[src/pll_synth_pkg.sv]
// constants shared by the synthesizer core, its checker and its bench
// assumes a single 100 MHz system clock and a plain register port
package pll_synth_pkg;

   // clock period of sys_clk in ns
   localparam int CLK_PERIOD_NS = 10;

   // width of the divide-by-n preset inputs
   localparam int N_BITS = 14;
   // narrowest preset that still holds the offset value
   localparam int N_BITS_MIN = 10;
   // fixed offset added while the transmit/receive select is low
   localparam int N_OFFSET = 856;
   // supported preset range, kept by whoever sets the switches
   localparam int N_MIN = 3;
   localparam int N_MAX = 16383;

   // reference divider: code width, counter width and ratio table
   localparam int REF_SEL_BITS = 3;
   localparam int REF_BITS = 14;
   localparam logic [REF_BITS-1:0] REF_DIV_TABLE [0:7] = '{
      14'h0008, 14'h0080, 14'h0100, 14'h0200,
      14'h0400, 14'h0800, 14'h096A, 14'h2000};

   // least width of the coincidence pulse on both detector outputs
   localparam int PD_MIN_PULSE_NS = 20;
   localparam int PD_MIN_CYC = (PD_MIN_PULSE_NS + CLK_PERIOD_NS - 1) / CLK_PERIOD_NS;
   localparam int PD_CNT_BITS = 4;

   // phase detector states, gray coded in declaration order only
   typedef enum logic [1:0] {
      PD_IDLE = 2'h0,
      PD_REF_LEAD = 2'h1,
      PD_BOTH = 2'h3,
      PD_VCO_LEAD = 2'h2
   } pd_state_t;

   // register port
   localparam int ADDR_BITS = 4;
   localparam logic [ADDR_BITS-1:0] ADDR_STATUS = 4'h0;
   localparam logic [ADDR_BITS-1:0] ADDR_ENABLE = 4'h4;
   localparam logic [ADDR_BITS-1:0] ADDR_CLEAR = 4'h8;
   localparam logic [ADDR_BITS-1:0] ADDR_LIVE = 4'hC;

   // event bits of status, enable and clear
   localparam int EV_BITS = 4;
   localparam int EV_LOCK_LOST = 0;
   localparam int EV_LOCK_GAINED = 1;
   localparam int EV_REF_CYCLE = 2;
   localparam int EV_VCO_CYCLE = 3;
   localparam logic [EV_BITS-1:0] EV_RESET = 4'h0;

   // fields of the live view register
   localparam int LIVE_LOCK = 0;
   localparam int LIVE_REF_LEAD = 1;
   localparam int LIVE_VCO_LEAD = 2;
   localparam int LIVE_TX_RX = 3;
   localparam int LIVE_RANGE_BAD = 4;
   localparam int LIVE_TOTAL_LSB = 16;

endpackage

[src/pin_sync.sv]
// three-stage synchroniser for a group of asynchronous pins
// assumes the pins change far slower than sys_clk
`timescale 1ns/1ps
module pin_sync #(
   parameter int WIDTH = 1
) (
   input wire logic sys_clk,
   input wire logic srst,
   input wire logic [WIDTH-1:0] pin_in,
   output logic [WIDTH-1:0] pin_out
);

   // all state: three stages and the accepted value
   typedef struct packed {
      logic [WIDTH-1:0] s1;
      logic [WIDTH-1:0] s2;
      logic [WIDTH-1:0] s3;
      logic [WIDTH-1:0] q;
   } sync_t;

   sync_t st_reg;
   sync_t st_next;

   // refuse an empty group
   if (WIDTH < 1) begin : g_width_check
      $error("pin_sync needs WIDTH of at least one");
   end

   // shift the stages; a bit is taken once stages two and three agree
   always_comb begin
      st_next = st_reg;
      st_next.s1 = pin_in;
      st_next.s2 = st_reg.s1;
      st_next.s3 = st_reg.s2;
      for (int i = 0; i < WIDTH; i++) begin
         // stage one feeds only stage two
         if (st_reg.s2[i] == st_reg.s3[i]) begin
            st_next.q[i] = st_reg.s3[i];
         end
      end
   end

   // synchronous reset clears every stage
   always_ff @(posedge sys_clk) begin
      if (srst) begin
         st_reg <= '0;
      end else begin
         st_reg <= st_next;
      end
   end

   assign pin_out = st_reg.q;

endmodule

[src/pll_synth_core.sv]
// digital core of a parallel-programmed single-modulus pll synthesizer
// assumes pins are asynchronous and far slower than the 100 MHz sys_clk
// and that srst alone starts it in a known state, the pins offer no reset
// software sees events, enables and a live view through a small register port
//
// What this block does
// reference divider ratio from three-bit code
// n counter counts down, reloads on the edge that finds it at one
// n preset fourteen bits, bit zero lsb
// programmer keeps n within three to 16383
// offset 856 added while select low
// single-ended output: low fast, high slow
// double-ended outputs: leading side pulses low
// coincidence gives brief low on both
// divided vco copy on its own pin
// lock high when matched, pulses low otherwise
// n counter clocked by the frequency input
// error width equals edge time difference
// one reference edge per division cycle
`timescale 1ns/1ps
module pll_synth_core
   import pll_synth_pkg::*;
#(
   // width of the n preset pins
   parameter int N_WIDTH = N_BITS,
   // coincidence pulse length in sys_clk cycles
   parameter int PD_MIN_CYCLES = PD_MIN_CYC
) (
   // system clock and synchronous reset
   input wire logic sys_clk,
   input wire logic srst,
   // reference oscillator and vco pins
   input wire logic crystal_input,
   output logic crystal_drive,
   input wire logic freq_input,
   // program pins, static while the loop runs
   input wire logic [REF_SEL_BITS-1:0] ref_divide_select,
   input wire logic [N_WIDTH-1:0] divide_preset_value,
   input wire logic tx_rx_select,
   // phase detector, divided vco and lock outputs
   output logic tristate_phase_error,
   output logic tristate_phase_error_oe,
   output logic ref_error_n,
   output logic vco_error_n,
   output logic divided_vco_output,
   output logic lock_indicator,
   // register port and interrupt
   input wire logic [ADDR_BITS-1:0] reg_addr,
   input wire logic [31:0] reg_wdata,
   input wire logic reg_write,
   input wire logic reg_read,
   output logic [31:0] reg_rdata,
   output logic irq
);

   // n counter is one bit wider so preset plus offset never wraps
   localparam int CW = N_WIDTH + 1;
   // width of the synchronised pin group
   localparam int SW = 2 + REF_SEL_BITS + N_WIDTH + 1;

   // refuse widths the counters and the offset cannot serve
   if (N_WIDTH < N_BITS_MIN || N_WIDTH > 16) begin : g_nw_check
      $error("N_WIDTH must lie between 10 and 16");
   end
   // refuse a coincidence pulse the counter cannot hold
   if (PD_MIN_CYCLES < 1 || PD_MIN_CYCLES >= (1 << PD_CNT_BITS)) begin : g_pd_check
      $error("PD_MIN_CYCLES must lie between 1 and 15");
   end

   // all state of the core
   typedef struct packed {
      logic xtal_prev;                 // last crystal level
      logic fin_prev;                  // last frequency input level
      logic [REF_BITS-1:0] ref_cnt;    // reference divider count
      logic [CW-1:0] vco_cnt;          // n counter count
      logic vco_out;                   // divided vco pin level
      pd_state_t pd_state;             // phase detector state
      logic [PD_CNT_BITS-1:0] pd_cnt;  // coincidence pulse timer
      logic ref_err_n;                 // reference side output
      logic vco_err_n;                 // vco side output
      logic pd_drive;                  // three-state output level
      logic pd_oe;                     // three-state output enable
      logic lock;                      // lock indicator level
      logic xtal_drive;                // oscillator feedback level
      logic [EV_BITS-1:0] status;      // sticky events
      logic [EV_BITS-1:0] enable;      // interrupt enables
      logic [31:0] rdata;              // read data, one cycle late
   } core_t;

   core_t st_reg;
   core_t st_next;

   // synchronised pin group
   logic [SW-1:0] sync_q;
   logic xtal_s;
   logic fin_s;
   logic [REF_SEL_BITS-1:0] sel_s;
   logic [N_WIDTH-1:0] preset_s;
   logic txrx_s;

   // all pins pass the three-stage synchroniser together
   pin_sync #(
      .WIDTH(SW)
   ) u_pin_sync (
      .sys_clk(sys_clk),
      .srst(srst),
      .pin_in({tx_rx_select, divide_preset_value, ref_divide_select, freq_input, crystal_input}),
      .pin_out(sync_q)
   );

   // split the group back into its fields
   assign xtal_s = sync_q[0];
   assign fin_s = sync_q[1];
   assign sel_s = sync_q[2 +: REF_SEL_BITS];
   assign preset_s = sync_q[2 + REF_SEL_BITS +: N_WIDTH];
   assign txrx_s = sync_q[SW-1];

   // edge strobes and the dividers' active edges
   logic xtal_rise;
   logic fin_rise;
   logic ref_tick;
   logic vco_tick;
   logic [REF_BITS-1:0] ref_ratio;
   logic [CW-1:0] n_total;
   logic range_bad;

   // one-cycle strobes on rising input edges
   always_comb begin
      xtal_rise = xtal_s & ~st_reg.xtal_prev;
      fin_rise = fin_s & ~st_reg.fin_prev;
   end

   // ratio lookup
   assign ref_ratio = REF_DIV_TABLE[sel_s];

   // offset adder
   // preset bit zero is the lsb
   always_comb begin
      if (txrx_s) begin
         // select high: preset used as it stands
         n_total = {1'b0, preset_s};
      end else begin
         // select low: fixed offset added, extra bit keeps the carry
         n_total = {1'b0, preset_s} + CW'(N_OFFSET);
      end
   end

   // range flag for software, the divider itself is not protected
   assign range_bad = (preset_s < N_WIDTH'(N_MIN)) || (32'(preset_s) > N_MAX);

   // one active edge per division cycle
   assign ref_tick = xtal_rise && (st_reg.ref_cnt <= REF_BITS'(1));
   // n counter stepped by frequency input edges
   assign vco_tick = fin_rise && (st_reg.vco_cnt <= CW'(1));

   // next state of the whole core
   always_comb begin
      // every field holds unless a branch below moves it
      st_next = st_reg;
      st_next.xtal_prev = xtal_s;
      st_next.fin_prev = fin_s;
      // inverter feedback for an external crystal
      st_next.xtal_drive = ~xtal_s;

      // reference divider
      if (xtal_rise) begin
         // reload with the selected ratio
         if (ref_tick) begin
            st_next.ref_cnt = ref_ratio;
         end else begin
            // one reference edge consumed
            st_next.ref_cnt = st_reg.ref_cnt - REF_BITS'(1);
         end
      end

      // n counter and its pin copy
      if (fin_rise) begin
         // count down, reload on the edge that finds the count at one or zero
         if (vco_tick) begin
            st_next.vco_cnt = n_total;
         end else begin
            // one frequency input edge consumed
            st_next.vco_cnt = st_reg.vco_cnt - CW'(1);
         end
         // pin high for the input period after reload
         st_next.vco_out = vco_tick;
      end

      // phase detector
      case (st_reg.pd_state)
         PD_IDLE: begin
            // waiting for the first divided edge of a cycle
            if (ref_tick && vco_tick) begin
               // edges together, brief pulse on both
               st_next.pd_state = PD_BOTH;
               st_next.pd_cnt = PD_CNT_BITS'(PD_MIN_CYCLES - 1);
            end else if (ref_tick) begin
               // reference first: the vco lags
               st_next.pd_state = PD_REF_LEAD;
            end else if (vco_tick) begin
               // vco first: it leads
               st_next.pd_state = PD_VCO_LEAD;
            end
         end
         PD_REF_LEAD: begin
            // error lasts until the vco edge
            // a further reference edge is absorbed here
            if (vco_tick) begin
               st_next.pd_state = PD_BOTH;
               st_next.pd_cnt = PD_CNT_BITS'(PD_MIN_CYCLES - 1);
            end
         end
         PD_VCO_LEAD: begin
            // error lasts until the reference edge
            // a further vco edge is absorbed here
            if (ref_tick) begin
               st_next.pd_state = PD_BOTH;
               st_next.pd_cnt = PD_CNT_BITS'(PD_MIN_CYCLES - 1);
            end
         end
         PD_BOTH: begin
            // hold both low for the minimum width
            if (st_reg.pd_cnt != '0) begin
               st_next.pd_cnt = st_reg.pd_cnt - PD_CNT_BITS'(1);
            end else if (ref_tick && !vco_tick) begin
               // lone reference edge on the last cycle starts a new error
               st_next.pd_state = PD_REF_LEAD;
            end else if (vco_tick && !ref_tick) begin
               // lone vco edge on the last cycle starts a new error
               st_next.pd_state = PD_VCO_LEAD;
            end else begin
               // pulse done, both outputs rise again
               st_next.pd_state = PD_IDLE;
            end
         end
         default: begin
            // unused code falls back to idle
            st_next.pd_state = PD_IDLE;
         end
      endcase

      // outputs decoded from the next state so they line up with it
      // leading side pulses low
      st_next.ref_err_n = !(st_next.pd_state == PD_REF_LEAD || st_next.pd_state == PD_BOTH);
      st_next.vco_err_n = !(st_next.pd_state == PD_VCO_LEAD || st_next.pd_state == PD_BOTH);
      // high when vco lags, low when it leads
      st_next.pd_drive = (st_next.pd_state == PD_REF_LEAD);
      // released when phases coincide
      st_next.pd_oe = (st_next.pd_state == PD_REF_LEAD) || (st_next.pd_state == PD_VCO_LEAD);
      // lock low while an error pulse runs
      st_next.lock = !st_next.pd_oe;

      // sticky events; a set in the clear cycle wins
      // software clears the bits written as one
      if (reg_write && reg_addr == ADDR_CLEAR) begin
         st_next.status = st_reg.status & ~reg_wdata[EV_BITS-1:0];
      end
      // lock indicator falls
      if (st_reg.lock && !st_next.lock) begin
         st_next.status[EV_LOCK_LOST] = 1'b1;
      end
      // lock indicator rises
      if (!st_reg.lock && st_next.lock) begin
         st_next.status[EV_LOCK_GAINED] = 1'b1;
      end
      // reference divider completed a cycle
      if (ref_tick) begin
         st_next.status[EV_REF_CYCLE] = 1'b1;
      end
      // n counter completed a cycle
      if (vco_tick) begin
         st_next.status[EV_VCO_CYCLE] = 1'b1;
      end

      // enable register write
      if (reg_write && reg_addr == ADDR_ENABLE) begin
         st_next.enable = reg_wdata[EV_BITS-1:0];
      end

      // read data stands only in the cycle after the strobe
      st_next.rdata = '0;
      if (reg_read) begin
         if (reg_addr == ADDR_STATUS) begin
            // sticky events
            st_next.rdata[EV_BITS-1:0] = st_reg.status;
         end else if (reg_addr == ADDR_ENABLE) begin
            // interrupt enables
            st_next.rdata[EV_BITS-1:0] = st_reg.enable;
         end else if (reg_addr == ADDR_LIVE) begin
            // live detector state and the reload value in use
            st_next.rdata[LIVE_LOCK] = st_reg.lock;
            st_next.rdata[LIVE_REF_LEAD] = (st_reg.pd_state == PD_REF_LEAD);
            st_next.rdata[LIVE_VCO_LEAD] = (st_reg.pd_state == PD_VCO_LEAD);
            st_next.rdata[LIVE_TX_RX] = txrx_s;
            st_next.rdata[LIVE_RANGE_BAD] = range_bad;
            st_next.rdata[LIVE_TOTAL_LSB +: CW] = n_total;
         end else begin
            // clear register and unmapped addresses read zero
            st_next.rdata = '0;
         end
      end
   end

   // state register; reset leaves both detector outputs high and lock high
   always_ff @(posedge sys_clk) begin
      if (srst) begin
         st_reg <= '{
            xtal_prev: 1'b0,
            fin_prev: 1'b0,
            ref_cnt: '0,
            vco_cnt: '0,
            vco_out: 1'b0,
            pd_state: PD_IDLE,
            pd_cnt: '0,
            ref_err_n: 1'b1,
            vco_err_n: 1'b1,
            pd_drive: 1'b0,
            pd_oe: 1'b0,
            lock: 1'b1,
            xtal_drive: 1'b1,
            status: EV_RESET,
            enable: EV_RESET,
            rdata: '0
         };
      end else begin
         // running: take the whole next state
         st_reg <= st_next;
      end
   end

   // pin drivers straight from flip-flops
   assign crystal_drive = st_reg.xtal_drive;
   assign tristate_phase_error = st_reg.pd_drive;
   assign tristate_phase_error_oe = st_reg.pd_oe;
   assign ref_error_n = st_reg.ref_err_n;
   assign vco_error_n = st_reg.vco_err_n;
   // buffered counter output
   assign divided_vco_output = st_reg.vco_out;
   assign lock_indicator = st_reg.lock;
   assign reg_rdata = st_reg.rdata;

   // level interrupt while any enabled event is pending
   assign irq = |(st_reg.status & st_reg.enable);

endmodule

[config.mk]
export PLATFORM = sky130hd
export DESIGN_NAME = pll_synth_core
export DESIGN_NICKNAME = d
export VERILOG_FILES = /design/src/pll_synth_pkg.sv /design/src/pin_sync.sv /design/src/pll_synth_core.sv
export SDC_FILE = /design/constraint.sdc
export NUM_CORES = 1
export LEC_CHECK = 0
export ABC_AREA = 1
export BUFFER_PORTS_ARGS = -buffer_cell sky130_fd_sc_hd__buf_2
export CAP_MARGIN = 10
export CORE_MARGIN = 4
export CORE_UTILIZATION = 53
export CTS_CLUSTER_SIZE = 24
export DETAILED_ROUTE_END_ITERATION = 10
export GPL_ROUTABILITY_DRIVEN = 0
export HOLD_SLACK_MARGIN = 0.06
export PLACE_DENSITY = 0.84
export RECOVER_POWER = 100
export SYNTH_ARGS = -nofsm -noshare
export SYNTH_HDL_FRONTEND = slang
export SYNTH_SLANG_ARGS = --single-unit
[constraint.sdc]
create_clock -name sys_clk -period 5.5 [get_ports sys_clk]
set_clock_uncertainty 0.2 [all_clocks]
set_input_delay 0.275 -clock sys_clk [delete_from_list [all_inputs] [get_ports sys_clk]]
set_output_delay 0.275 -clock sys_clk [all_outputs]
set_load 0.05 [all_outputs]
After elaboration in Yosys (flattened, before gate mapping) --
Memories as Yosys holds them, arrays and structs flattened. Index checks and enable logic that the tools add are counted.
Operators by class: add/subtract/negate cells 4, multipliers 0, div/mod/pow operators 0, magnitude comparators 4, equality and inequality tests 33, shifts and indexed selects 0, muxes and demuxes 24, bitwise logic cells 11, reduce and logical (&&, ||, !) cells 30
Operators by type and width (count):
- 14-bit 2-to-1 mux | 3
- 15-bit 2-to-1 mux | 2
- 6-bit case mux with 4 select lines | 1
- 1-bit == test | 20
- 4-bit 2-to-1 mux | 5
- 14-bit by 10-bit adder with 15-bit output, second input constant | 1
- 15-bit by 1-bit less-or-equal comparator with 1-bit output, second input constant | 1
- 15-bit by 1-bit subtractor with 15-bit output, second input constant | 1
- 14-bit by 1-bit less-or-equal comparator with 1-bit output, second input constant | 1
- 14-bit by 2-bit less-than comparator with 1-bit output, second input constant | 1
- 14-bit by 1-bit subtractor with 14-bit output, second input constant | 1
- 2-bit 2-to-1 mux | 6
- 6-bit 2-to-1 mux | 2
- 1-bit logical AND | 9
- 4-bit bitwise AND | 2
- 2-bit == test, second input constant | 4
- 4-bit == test, second input constant | 2
- 2-bit != test, second input constant | 4
- 2-bit nonzero test | 4
- 1-bit logical NOT | 6
- 5-bit 2-to-1 mux | 1
- 1-bit NOT | 5
- 5-bit OR reduction | 1
- 2-bit by 1-bit == test with 1-bit output, second input constant | 2
- 15 further kinds | 21
Storage, ports and cells: register bits after elaboration 164, latch bits 0, bits in writable memories 0, memory bits (read-only) 112, logic and storage cells 151, memories 1
Memory list:
- (name not given) | words 8, bits a word 14, read ports 1, clocked after Yosys merged registers in 0, wr ports 0, RTL line pll_synth_core.sv:134 | assign ref_ratio = REF_DIV_TABLE[sel_s];

Logic depth before layout (Yosys ltp) --
Gate-level depths: netlist (run 1).
word-level depth 14, gate-level depth with buffers 15

Modules after synthesis --
Synthesis (run 1) repeated with hierarchy kept, for this count alone.
Second synthesis, totals: cells, all modules 900, area, all modules 6909.1 um2
Modules (own cells, without submodules):
- pll_synth_core | instances 1, cells each 610, area each 4216.5 um2
- pin_sync | instances 1, cells each 290, area each 2692.6 um2

Worst setup path after synthesis (run 1) --
No wires, ideal clock.
path type reg2reg, start register st_reg[60] in the netlist's numbering, end register st_reg[36] in the netlist's numbering, arrival 1.739 ns, data required time 5.226 ns, slack 3.487 ns, stages on the path, launching flop included 15, path buffers 1, path through dfxtp_1 -> nor2_4 -> nand2_2 -> nor2_4 -> nand3_4 -> nand2_4 -> nand2_4 -> buf_6 -> nand2_1 -> nand2_1 -> ha_1 -> inv_1 -> nor2_1 -> inv_1 -> o21ai_0
RTL lines:
- from (decl) | RTL line pll_synth_core.sv:90 | core_t st_reg;
- from (signal assigned) | RTL line pll_synth_core.sv:307 | st_reg <= '{
- from (signal assigned) | RTL line pll_synth_core.sv:327 | st_reg <= st_next;

Final worst setup path (run 1) --
start input srst, end register st_reg, in the netlist reg_rdata[18]
Between the ends: word-level cells in the longest chain between the ends 1
Ends and longest elaborated chain:
- from (decl) | RTL line pll_synth_core.sv:31 | input wire logic srst,
- 5-bit OR reduction (no line)
Every way passes these cells. A chain may end at the register's enable or synchronous reset.

==> flow_summary_export.csv, run 1 <==
group,metric,value,unit
logic_synthesis,syn-cell-area,0.00671,mm^2
floorplan,die_w,121,um
logic_synthesis,synth_area_leader_cell,"dfxtp_1",
sta,maxSlewHeadroom,-40.9,%
floorplan,die_area,0.0145,mm^2
power_and_ir_drop,finalPower,0.00242,W
clock_tree,root_buffer,"clkbuf_16",
floorplan,num_rows,40,
place,numPortBuffers,59,
floorplan,core,0.0122,mm^2
sta,worstMarginPinSlew,2110,ps
sta,finalCriticalPeriod,3720,ps
min_path,hold-path-endpoint,"reg_rdata[0]",
clock_tree,cts_resized,0,
place,hpwl,8980,um
detailed_routing,dr_total_vias,5527,
final_layout,nets,1028,
setup_path,r2r_cells,11,
grt,antenna_found_initial,0,
grt,grtUsageTotal,19.2,%
sta,hold_viol,0,
logic_synthesis,ys_warn_count,0,
logic_synthesis,seq_area_frac_synth,45.3,%
final_layout,syn_to_final_growth,14.9,%
setup_path,arrival,3790,ps
grt,overflow,0,
grt,first_global_vias,5172,
sta,setup_ws,1780,ps
grt,grt_max_degree,68,
clock_tree,cts.sinks,152,
logic_synthesis,synth_seq_cells,152,
sta,clock.fmax,0.269,GHz
detailed_routing,ant_nets,0,
detailed_routing,drc,0,
power_and_ir_drop,p_leak,3.51,nW
logic_synthesis,synthCells,892,
final_layout,layout_common_cells,"nand2_1 (153), dfxtp_1 (152), nor2_1 (149)",
clock_tree,htree_levels,4,
min_path,min_path_type,"primary input to flip-flop",
clock_tree,post_cts_buffers,0,
power_and_ir_drop,pwr_density_cell,314,mW/mm^2
setup_path,required,5570,ps
setup_path,crit_path_max_fanout,42,
detailed_routing,first_pass_iters,5,
place,post-place-ws,2950,ps
sta,grt_setup_unrepaired,"no",
floorplan,initial_core_util,55.0,%
status,outcome,"finished, violations left",
detailed_routing,drtIter0Drc,444,
setup_path,r2r_slack,2040,ps
detailed_routing,drt_wl_total,13200,um
sta,finalMaxSlewViolations,43,
sta,post-route-period-util,67.6,%
logic_synthesis,synth_area_leaders,"dfxtp_1 (45%), nand2_1 (8.3%), nor2_1 (8.3%)",
min_path,hold_depth,4,
job,drv_cap,1,
min_path,min_from,"reg_addr[3]",
logic_synthesis,synthDistinctLibCells,44,
logic_synthesis,avgSynthCellArea,7.53,um^2
clock_tree,clkLatencyLatePin,420,ps
clock_tree,cts_inserted_buffers,17,
setup_path,path_class,"primary input to flip-flop",
power_and_ir_drop,vdd_drop_max,0.207,mV
setup_path,cp-end-kind,"flip-flop",
sta,setup_violations,0,
grt,grt_pass1_wl,22700,um
final_layout,final_common_cell,"nand2_1",
final_layout,largest_register_ffs,45,
floorplan,die_y,121,um
status,failed_checks,"capacitance limit, slew limit",
clock_tree,path_clk_slew,60,ps
clock_tree,cts.path.max_buffers,2,
setup_path,r2r-end,"st_reg[36]",
logic_synthesis,yosysTopAreaCellShare,45.3,%
sta,whs,93.3,ps
floorplan,io_pins,100,
final_layout,n_antenna_cell,0,
setup_path,r2r-start,"u_pin_sync.pin_out[1]",
detailed_routing,vias_per_cell,4.87,
clock_tree,cts_tree,"done",
final_layout,drive_gt1_share,9.62,%
sta,fin_setup_tns,0,ps
setup_path,worst_setup_path_start_kind,"primary input",
detailed_routing,wl_per_cell,11.7,um
[stage by stage]
step / util (%) / cell area (um^2) / instances
detailed placement: 56.6 / 6910 / 1076
floorplan: - / 6760 / 903
finish: 63.2 / 7710 / 1135
global placement: 56.6 / 6910 / 1076
global route: 63.2 / 7710 / 1135
CTS: 63.9 / 7800 / 1135
[final cells by class]
cell class | count | area, um^2
Inverter | 144 | 541
Timing Repair Buffer | 89 | 557
Fill cell | 1087 | 4500
Clock buffer | 21 | 460
Sequential cell | 152 | 3040
Tap cell | 168 | 210
Clock inverter | 9 | 139
Multi-Input combinational cell | 552 | 2760
[power by group]
| part | switching (W) | internal (W) | total (W) |
|---|---|---|---|
| clock | 0.000433 | 0.000737 | 0.00117 |
| sequential | 0.00000941 | 0.00112 | 0.00113 |
| combinational | 0.0000782 | 0.0000430 | 0.000121 |
[worst max-delay path by stage]
stage | end | slack [ps] | startpoint
after CTS | st_reg[36] | 2930 | st_reg[68]
after global placement | st_reg[36] | 3020 | st_reg[68]
after detailed placement | st_reg[36] | 2950 | st_reg[68]
after floorplan | st_reg[36] | 3490 | st_reg[60]
after global routing | reg_rdata[27] | 1370 | srst
final | reg_rdata[18] | 1780 | srst
[what timing repair did]
item / CTS / global route
hold endpoints to repair: 32 / 0
endpoints found under the setup margin: 0 / 0
hold buffers: 29 / 0
[kinds of logic (layout without fill, tap and decap cells)]
group,count (synthesis),count (layout),share of synthesized area (%)
xor gates and xnor gates,14,14,1.83
DFF,152,152,45.3
buffers and inverters,199,263,13.4
AOI/OAI and AO/OA,134,134,12.2
other,1,12,0.0559
and+or+nand+nor,380,380,24.9
adders and majority gates,12,12,2.24
[worst max-delay path, cell delays in order]
cell	delay, ps
clkbuf_1	1470
inv_1	910
nand2_1	380
or2_1	600
nor2_1	110
[layer usage]
layer | part of all wire (%) | GRT usage [%]
met3 | 5.4 | 4.07
met5 | 0 | 0
met2 | 46 | 31.8
met4 | 2.0 | 8.57
met1 | 46 | 24.2
[cells in the mapped netlist (all sizes together)]
cell     number
nand2       162
nor2        161
dfxtp       152
inv         142
a21oi        72
buf          44
nand3        31
o21ai        30
a211oi       18
ha           12
nand4        12
clkbuf       11
xor2         10
nor3          7
o211ai        5
xnor2         4
nand3b        3
nor4          3
clkinv        2
o22ai         2
o32ai         2
a21boi        1
a22oi         1
a31oi         1
conb          1
o2111ai       1
o21bai        1
or2           1
Power figures use the tool's default switching activity.
==> run 2: changes to the inputs <==
==> constraint.sdc (replaced) <==
create_clock -name sys_clk -period 3.9 [get_ports sys_clk]
set_clock_uncertainty 0.2 [all_clocks]
set_input_delay 0.195 -clock sys_clk [delete_from_list [all_inputs] [get_ports sys_clk]]
set_output_delay 0.195 -clock sys_clk [all_outputs]
set_load 0.05 [all_outputs]
==> flow_summary_export.csv, run 2 (synthesis gave the netlist of run 1 again) <==
group,metric,value,unit
sta,setup_violations,0,
floorplan,io_pins,100,
setup_path,cp-end-kind,"flip-flop",
floorplan,die_y,121,um
floorplan,die_w,121,um
power_and_ir_drop,p_leak,3.51,nW
setup_path,worst_setup_path_start_kind,"flip-flop",
grt,antenna_found_initial,0,
detailed_routing,wl_per_cell,12.0,um
clock_tree,cts.path.max_buffers,2,
status,outcome,"finished, violations left",
sta,clock.fmax,0.344,GHz
detailed_routing,dr_total_vias,5572,
final_layout,fill_cells,1028,
final_layout,final_common_cell,"dfxtp_1",
clock_tree,path_clk_slew,60,ps
final_layout,syn_to_final_growth,15.9,%
sta,hold_viol,0,
setup_path,arrival,3020,ps
detailed_routing,drt_wl_total,13800,um
sta,post-route-period-util,74.6,%
power_and_ir_drop,vdd_drop_max,0.308,mV
status,failed_checks,"capacitance limit, slew limit",
clock_tree,cts_inserted_buffers,17,
sta,maxSlewHeadroom,-41.0,%
place,numPortBuffers,59,
final_layout,largest_register_ffs,45,
power_and_ir_drop,finalPower,0.00337,W
detailed_routing,drc,0,
floorplan,num_rows,40,
setup_path,crit_path_max_fanout,12,
job,drv_cap,1,
grt,grt_pass1_wl,23300,um
clock_tree,root_buffer,"clkbuf_16",
floorplan,initial_core_util,55.0,%
power_and_ir_drop,pwr_density_cell,433,mW/mm^2
grt,grtUsageTotal,19.6,%
sta,fin_setup_tns,0,ps
grt,overflow,0,
grt,first_global_vias,5330,
clock_tree,cts.sinks,152,
min_path,min_path_type,"primary input to flip-flop",
clock_tree,htree_levels,4,
detailed_routing,ant_nets,0,
grt,grt_max_degree,108,
setup_path,path_class,"flip-flop to flip-flop",
place,hpwl,8830,um
sta,finalMaxSlewViolations,108,
floorplan,die_area,0.0145,mm^2
clock_tree,cts_tree,"done",
setup_path,required,4010,ps
detailed_routing,vias_per_cell,4.86,
sta,finalCriticalPeriod,2910,ps
detailed_routing,drtIter0Drc,484,
clock_tree,post_cts_buffers,0,
final_layout,nets,1037,
final_layout,drive_gt1_share,9.92,%
sta,grt_setup_unrepaired,"no",
clock_tree,clkLatencyLatePin,420,ps
sta,worstMarginPinSlew,2110,ps
final_layout,layout_common_cells,"dfxtp_1 (152), nand2_1 (150), nor2_1 (149)",
detailed_routing,first_pass_iters,5,
final_layout,n_antenna_cell,0,
floorplan,core,0.0122,mm^2
run 2: critical path, cell delays in order (launching register included):
cell     delay, ps
dfxtp_1        400
inv_1           80
ha_1           220
o21ai_0        160
nor2_1          50
nand2_1        380
inv_1          250
o21ai_0        410
ha_1           300
inv_1           70
nor2_1          50
inv_1          140
o21ai_0         70
run 2: path summary, 6_finish.rpt:
| check | from | to | cells after the start | slack [ps] |
|---|---|---|---|---|
| worst max-delay path | st_reg[68] | st_reg[36] | 12 | 990 |
| worst min-delay path | reg_addr[3] | st_reg[33] | 4 | 160 |
| worst max register to register | st_reg[68] | st_reg[36] | 12 | 990 |
| worst min register to register | u_pin_sync.st_next[45] | u_pin_sync.st_next[25] | 2 | 200 |
run 2: area by class of cell:
cell class / instances / area [um^2] / area share, %
clock buffer: 21 / 470 / 6.05
multi-input combinational: 552 / 2770 / 35.6
tap: 168 / 210 / 2.70
timing repair buffer: 98 / 637 / 8.18
sequential: 152 / 3040 / 39.1
inverter: 144 / 541 / 6.95
clock inverter: 11 / 114 / 1.46
run 2: power breakdown:
group	total, W	switching [W]	internal [W]
clock	0.00160	0.000655	0.000940
combinational	0.000177	0.000113	0.0000643
sequential	0.00160	0.0000134	0.00158
run 2: repair_timing:
| item | in CTS | in global routing |
|---|---|---|
| gates resized for setup | 0 | 0 |
| hold endpoints to repair | 44 | 0 |
| hold buffers | 37 | 0 |
run 2: metal layers:
layer	vias up	part of all wire, %	wire (um)	GRT usage, %
met5	-	0	0	0
met4	0	2.6	356	8.99
met3	35	4.7	647	4.21
met2	174	47	6460	32.4
met1	2461	46	6300	24.5
li1	2902	-	-	-
run 2: through the flow:
step | hold WS (ps) | cell area [um^2] | util [%] | instances | setup slack [ps]
after floorplan | 102 | 6760 | - | 903 | 1890
after global placement | 190 | 6920 | 56.7 | 1077 | 1420
after detailed placement | 193 | 6920 | 56.7 | 1077 | 1390
after CTS | 100 | 7870 | 64.5 | 1146 | 1380
after global routing | 185 | 7780 | 63.7 | 1146 | 670
final | 165 | 7780 | 63.7 | 1146 | 991
==> run 3: changes to the inputs <==
==> constraint.sdc (replaced) <==
create_clock -name sys_clk -period 2.7 [get_ports sys_clk]
set_clock_uncertainty 0.2 [all_clocks]
set_input_delay 0.135 -clock sys_clk [delete_from_list [all_inputs] [get_ports sys_clk]]
set_output_delay 0.135 -clock sys_clk [all_outputs]
set_load 0.05 [all_outputs]
==> flow_summary_export.csv, run 3 (synthesis gave the netlist of run 1 again) <==
group,metric,value,unit
setup_path,worst-path-buf-inv,3,
setup_path,crit_path_max_fanout,15,
sta,grt_setup_unrepaired,"no",
detailed_routing,first_pass_iters,5,
sta,post-route-period-util,87.9,%
min_path,min_path_type,"flip-flop to flip-flop",
sta,whs,200,ps
power_and_ir_drop,p_int,0.00380,W
final_layout,nets,1056,
setup_path,worst_setup_path_start_kind,"flip-flop",
detailed_routing,vias_per_cell,4.90,
setup_path,crit_start,"st_reg[54]",
clock_tree,cts.path.max_buffers,2,
setup_path,r2r_slack,330,ps
sta,worstMarginPinSlew,942,ps
setup_path,r2r-end,"st_reg[36]",
floorplan,die_w,121,um
detailed_routing,drt_wl_total,14300,um
grt,first_global_vias,5499,
floorplan,initial_core_util,55.0,%
clock_tree,htree_levels,4,
clock_tree,root_buffer,"clkbuf_16",
detailed_routing,drtIter0Drc,381,
sta,finalMaxSlewViolations,0,
clock_tree,clkLatencyLatePin,420,ps
place,hpwl,9190,um
place,numPortBuffers,59,
sta,clock.fmax,0.421,GHz
clock_tree,path_clk_slew,60,ps
setup_path,arrival,2520,ps
detailed_routing,drc,0,
sta,setup_violations,0,
clock_tree,cts_inserted_buffers,17,
clock_tree,cts.sinks,152,
detailed_routing,ant_nets,0,
clock_tree,hold_buffers,51,
setup_path,crit_chain,"inv_1, ha_1, nand2_1, nor2_1, nand2_1, nand2_1, nand2_4, nand2_1, nand2_1, o21ai_2, ha_1, inv_1, nor2_1, inv_1, o21ai_0",
setup_path,cp-endpoint,"st_reg[36]",
floorplan,die_area,0.0145,mm^2
power_and_ir_drop,power_switching,0.00109,W
job,drv_cap,0,
sta,hold_viol,0,
setup_path,cp-end-kind,"flip-flop",
sta,maxSlewHeadroom,37.2,%
final_layout,largest_register_ffs,45,
power_and_ir_drop,clkPwrFrac,47.2,%
setup_path,crit_top_cell,"nand2_1",
setup_path,required,2850,ps
grt,grt_pass1_wl,24500,um
clock_tree,post_cts_buffers,0,
power_and_ir_drop,combinationalPowerShare,5.6,%
power_and_ir_drop,p_seq_share,47.2,%
grt,antenna_found_initial,0,
setup_path,r2r-start,"st_reg[54]",
grt,overflow,0,
grt,grt_max_degree,53,
power_and_ir_drop,pwr_density_cell,617,mW/mm^2
setup_path,cp_slowest_cell,"dfxtp_1",
power_and_ir_drop,switching_share,22.3,%
clock_tree,cts_tree,"done",
detailed_routing,wl_per_cell,12.3,um
power_and_ir_drop,vdd_drop_max,0.387,mV
final_layout,syn_to_final_growth,18.1,%
floorplan,core,0.0122,mm^2
setup_path,cp_slowest_stage_delay,360,ps
detailed_routing,dr_total_vias,5706,
clock_tree,cts_resized,0,
power_and_ir_drop,p_leak,3.60,nW
final_layout,fill_cells,1040,
setup_path,r2r_cells,15,
sta,finalCriticalPeriod,2370,ps
grt,grtUsageTotal,20.6,%
final_layout,final_common_cell,"nand2_1",
setup_path,critPathTopFamily,"simple AND/OR/NAND/NOR gates",
sta,fin_setup_tns,0,ps
status,outcome,"completed",
floorplan,io_pins,100,
setup_path,path_class,"flip-flop to flip-flop",
final_layout,drive_gt1_share,9.43,%
final_layout,n_antenna_cell,0,
floorplan,num_rows,40,
floorplan,die_y,121,um
final_layout,layout_common_cells,"nand2_1 (155), dfxtp_1 (152), nor2_1 (151)",
setup_path,cp.depth,15,
## run 3: cell count changes in the layout (fill, tap and decap cells not counted), moves of 3 or more
cell           before  now
a21oi_2             1    4
nand2_1           150  155
buf_4               0    6
nand2_2             9    5
inv_6               3    0
dlygate4sd3_1      37   51
## run 3: stage by stage
step / power, W / cells / setup slack (ps) / util [%] / instance area [um^2]
global placement: 0.00257 / 1082 / 454 / 57.0 / 6960
floorplan: 0.00253 / 903 / 687 / - / 6760
finish: 0.00489 / 1165 / 325 / 64.9 / 7930
global route: 0.00507 / 1165 / 74.1 / 64.9 / 7930
CTS: 0.00493 / 1165 / 365 / 65.9 / 8050
detailed placement: 0.00258 / 1082 / 380 / 57.0 / 6960
## run 3: power groups by stage
stage | logic [W] | clock network, W | registers [W]
3_5_place_dp | 0.000222 | 0 | 0.00235
2_1_floorplan | 0.000182 | 0 | 0.00235
3_3_place_gp | 0.000217 | 0 | 0.00235
4_1_cts | 0.000274 | 0.00235 | 0.00231
5_1_grt | 0.000307 | 0.00245 | 0.00231
6_report | 0.000274 | 0.00231 | 0.00231
## run 3: cell type report
| type | count | area (um^2) | share of cell area, % |
|---|---|---|---|
| clock buffer | 21 | 460 | 5.81 |
| clock inverter | 11 | 124 | 1.56 |
| inverter | 144 | 541 | 6.82 |
| multi-input combinational | 552 | 2730 | 34.5 |
| sequential | 152 | 3040 | 38.4 |
| tap | 168 | 210 | 2.65 |
| timing repair buffer | 117 | 817 | 10.3 |
## run 3: worst min path at each step
stage	startpoint	endpoint	cells past startpoint
floorplan	crystal_input	u_pin_sync.st_next[40]	2
global placement	divide_preset_value[1]	u_pin_sync.st_next[46]	3
detailed placement	ref_divide_select[0]	u_pin_sync.st_next[42]	3
CTS	u_pin_sync.st_next[56]	u_pin_sync.st_next[36]	2
global route	u_pin_sync.st_next[57]	u_pin_sync.st_next[37]	2
finish	u_pin_sync.st_next[56]	u_pin_sync.st_next[36]	2
## run 3: worst register-to-register path: stages (launching register included)
cell,delay [ps]
dfxtp_1,360
inv_1,80
ha_1,230
nand2_1,80
nor2_1,40
nand2_1,80
nand2_1,80
nand2_4,170
nand2_1,160
nand2_1,100
o21ai_2,70
ha_1,290
inv_1,50
nor2_1,110
inv_1,70
o21ai_0,130
## run 3: metal layers
layer	up-vias	part of all wire [%]	track usage (%)
li1	2936	-	-
met1	2557	43	24.8
met2	171	48	34.6
met3	42	5.4	5.29
met4	0	3.3	9.49
met5	-	0	0
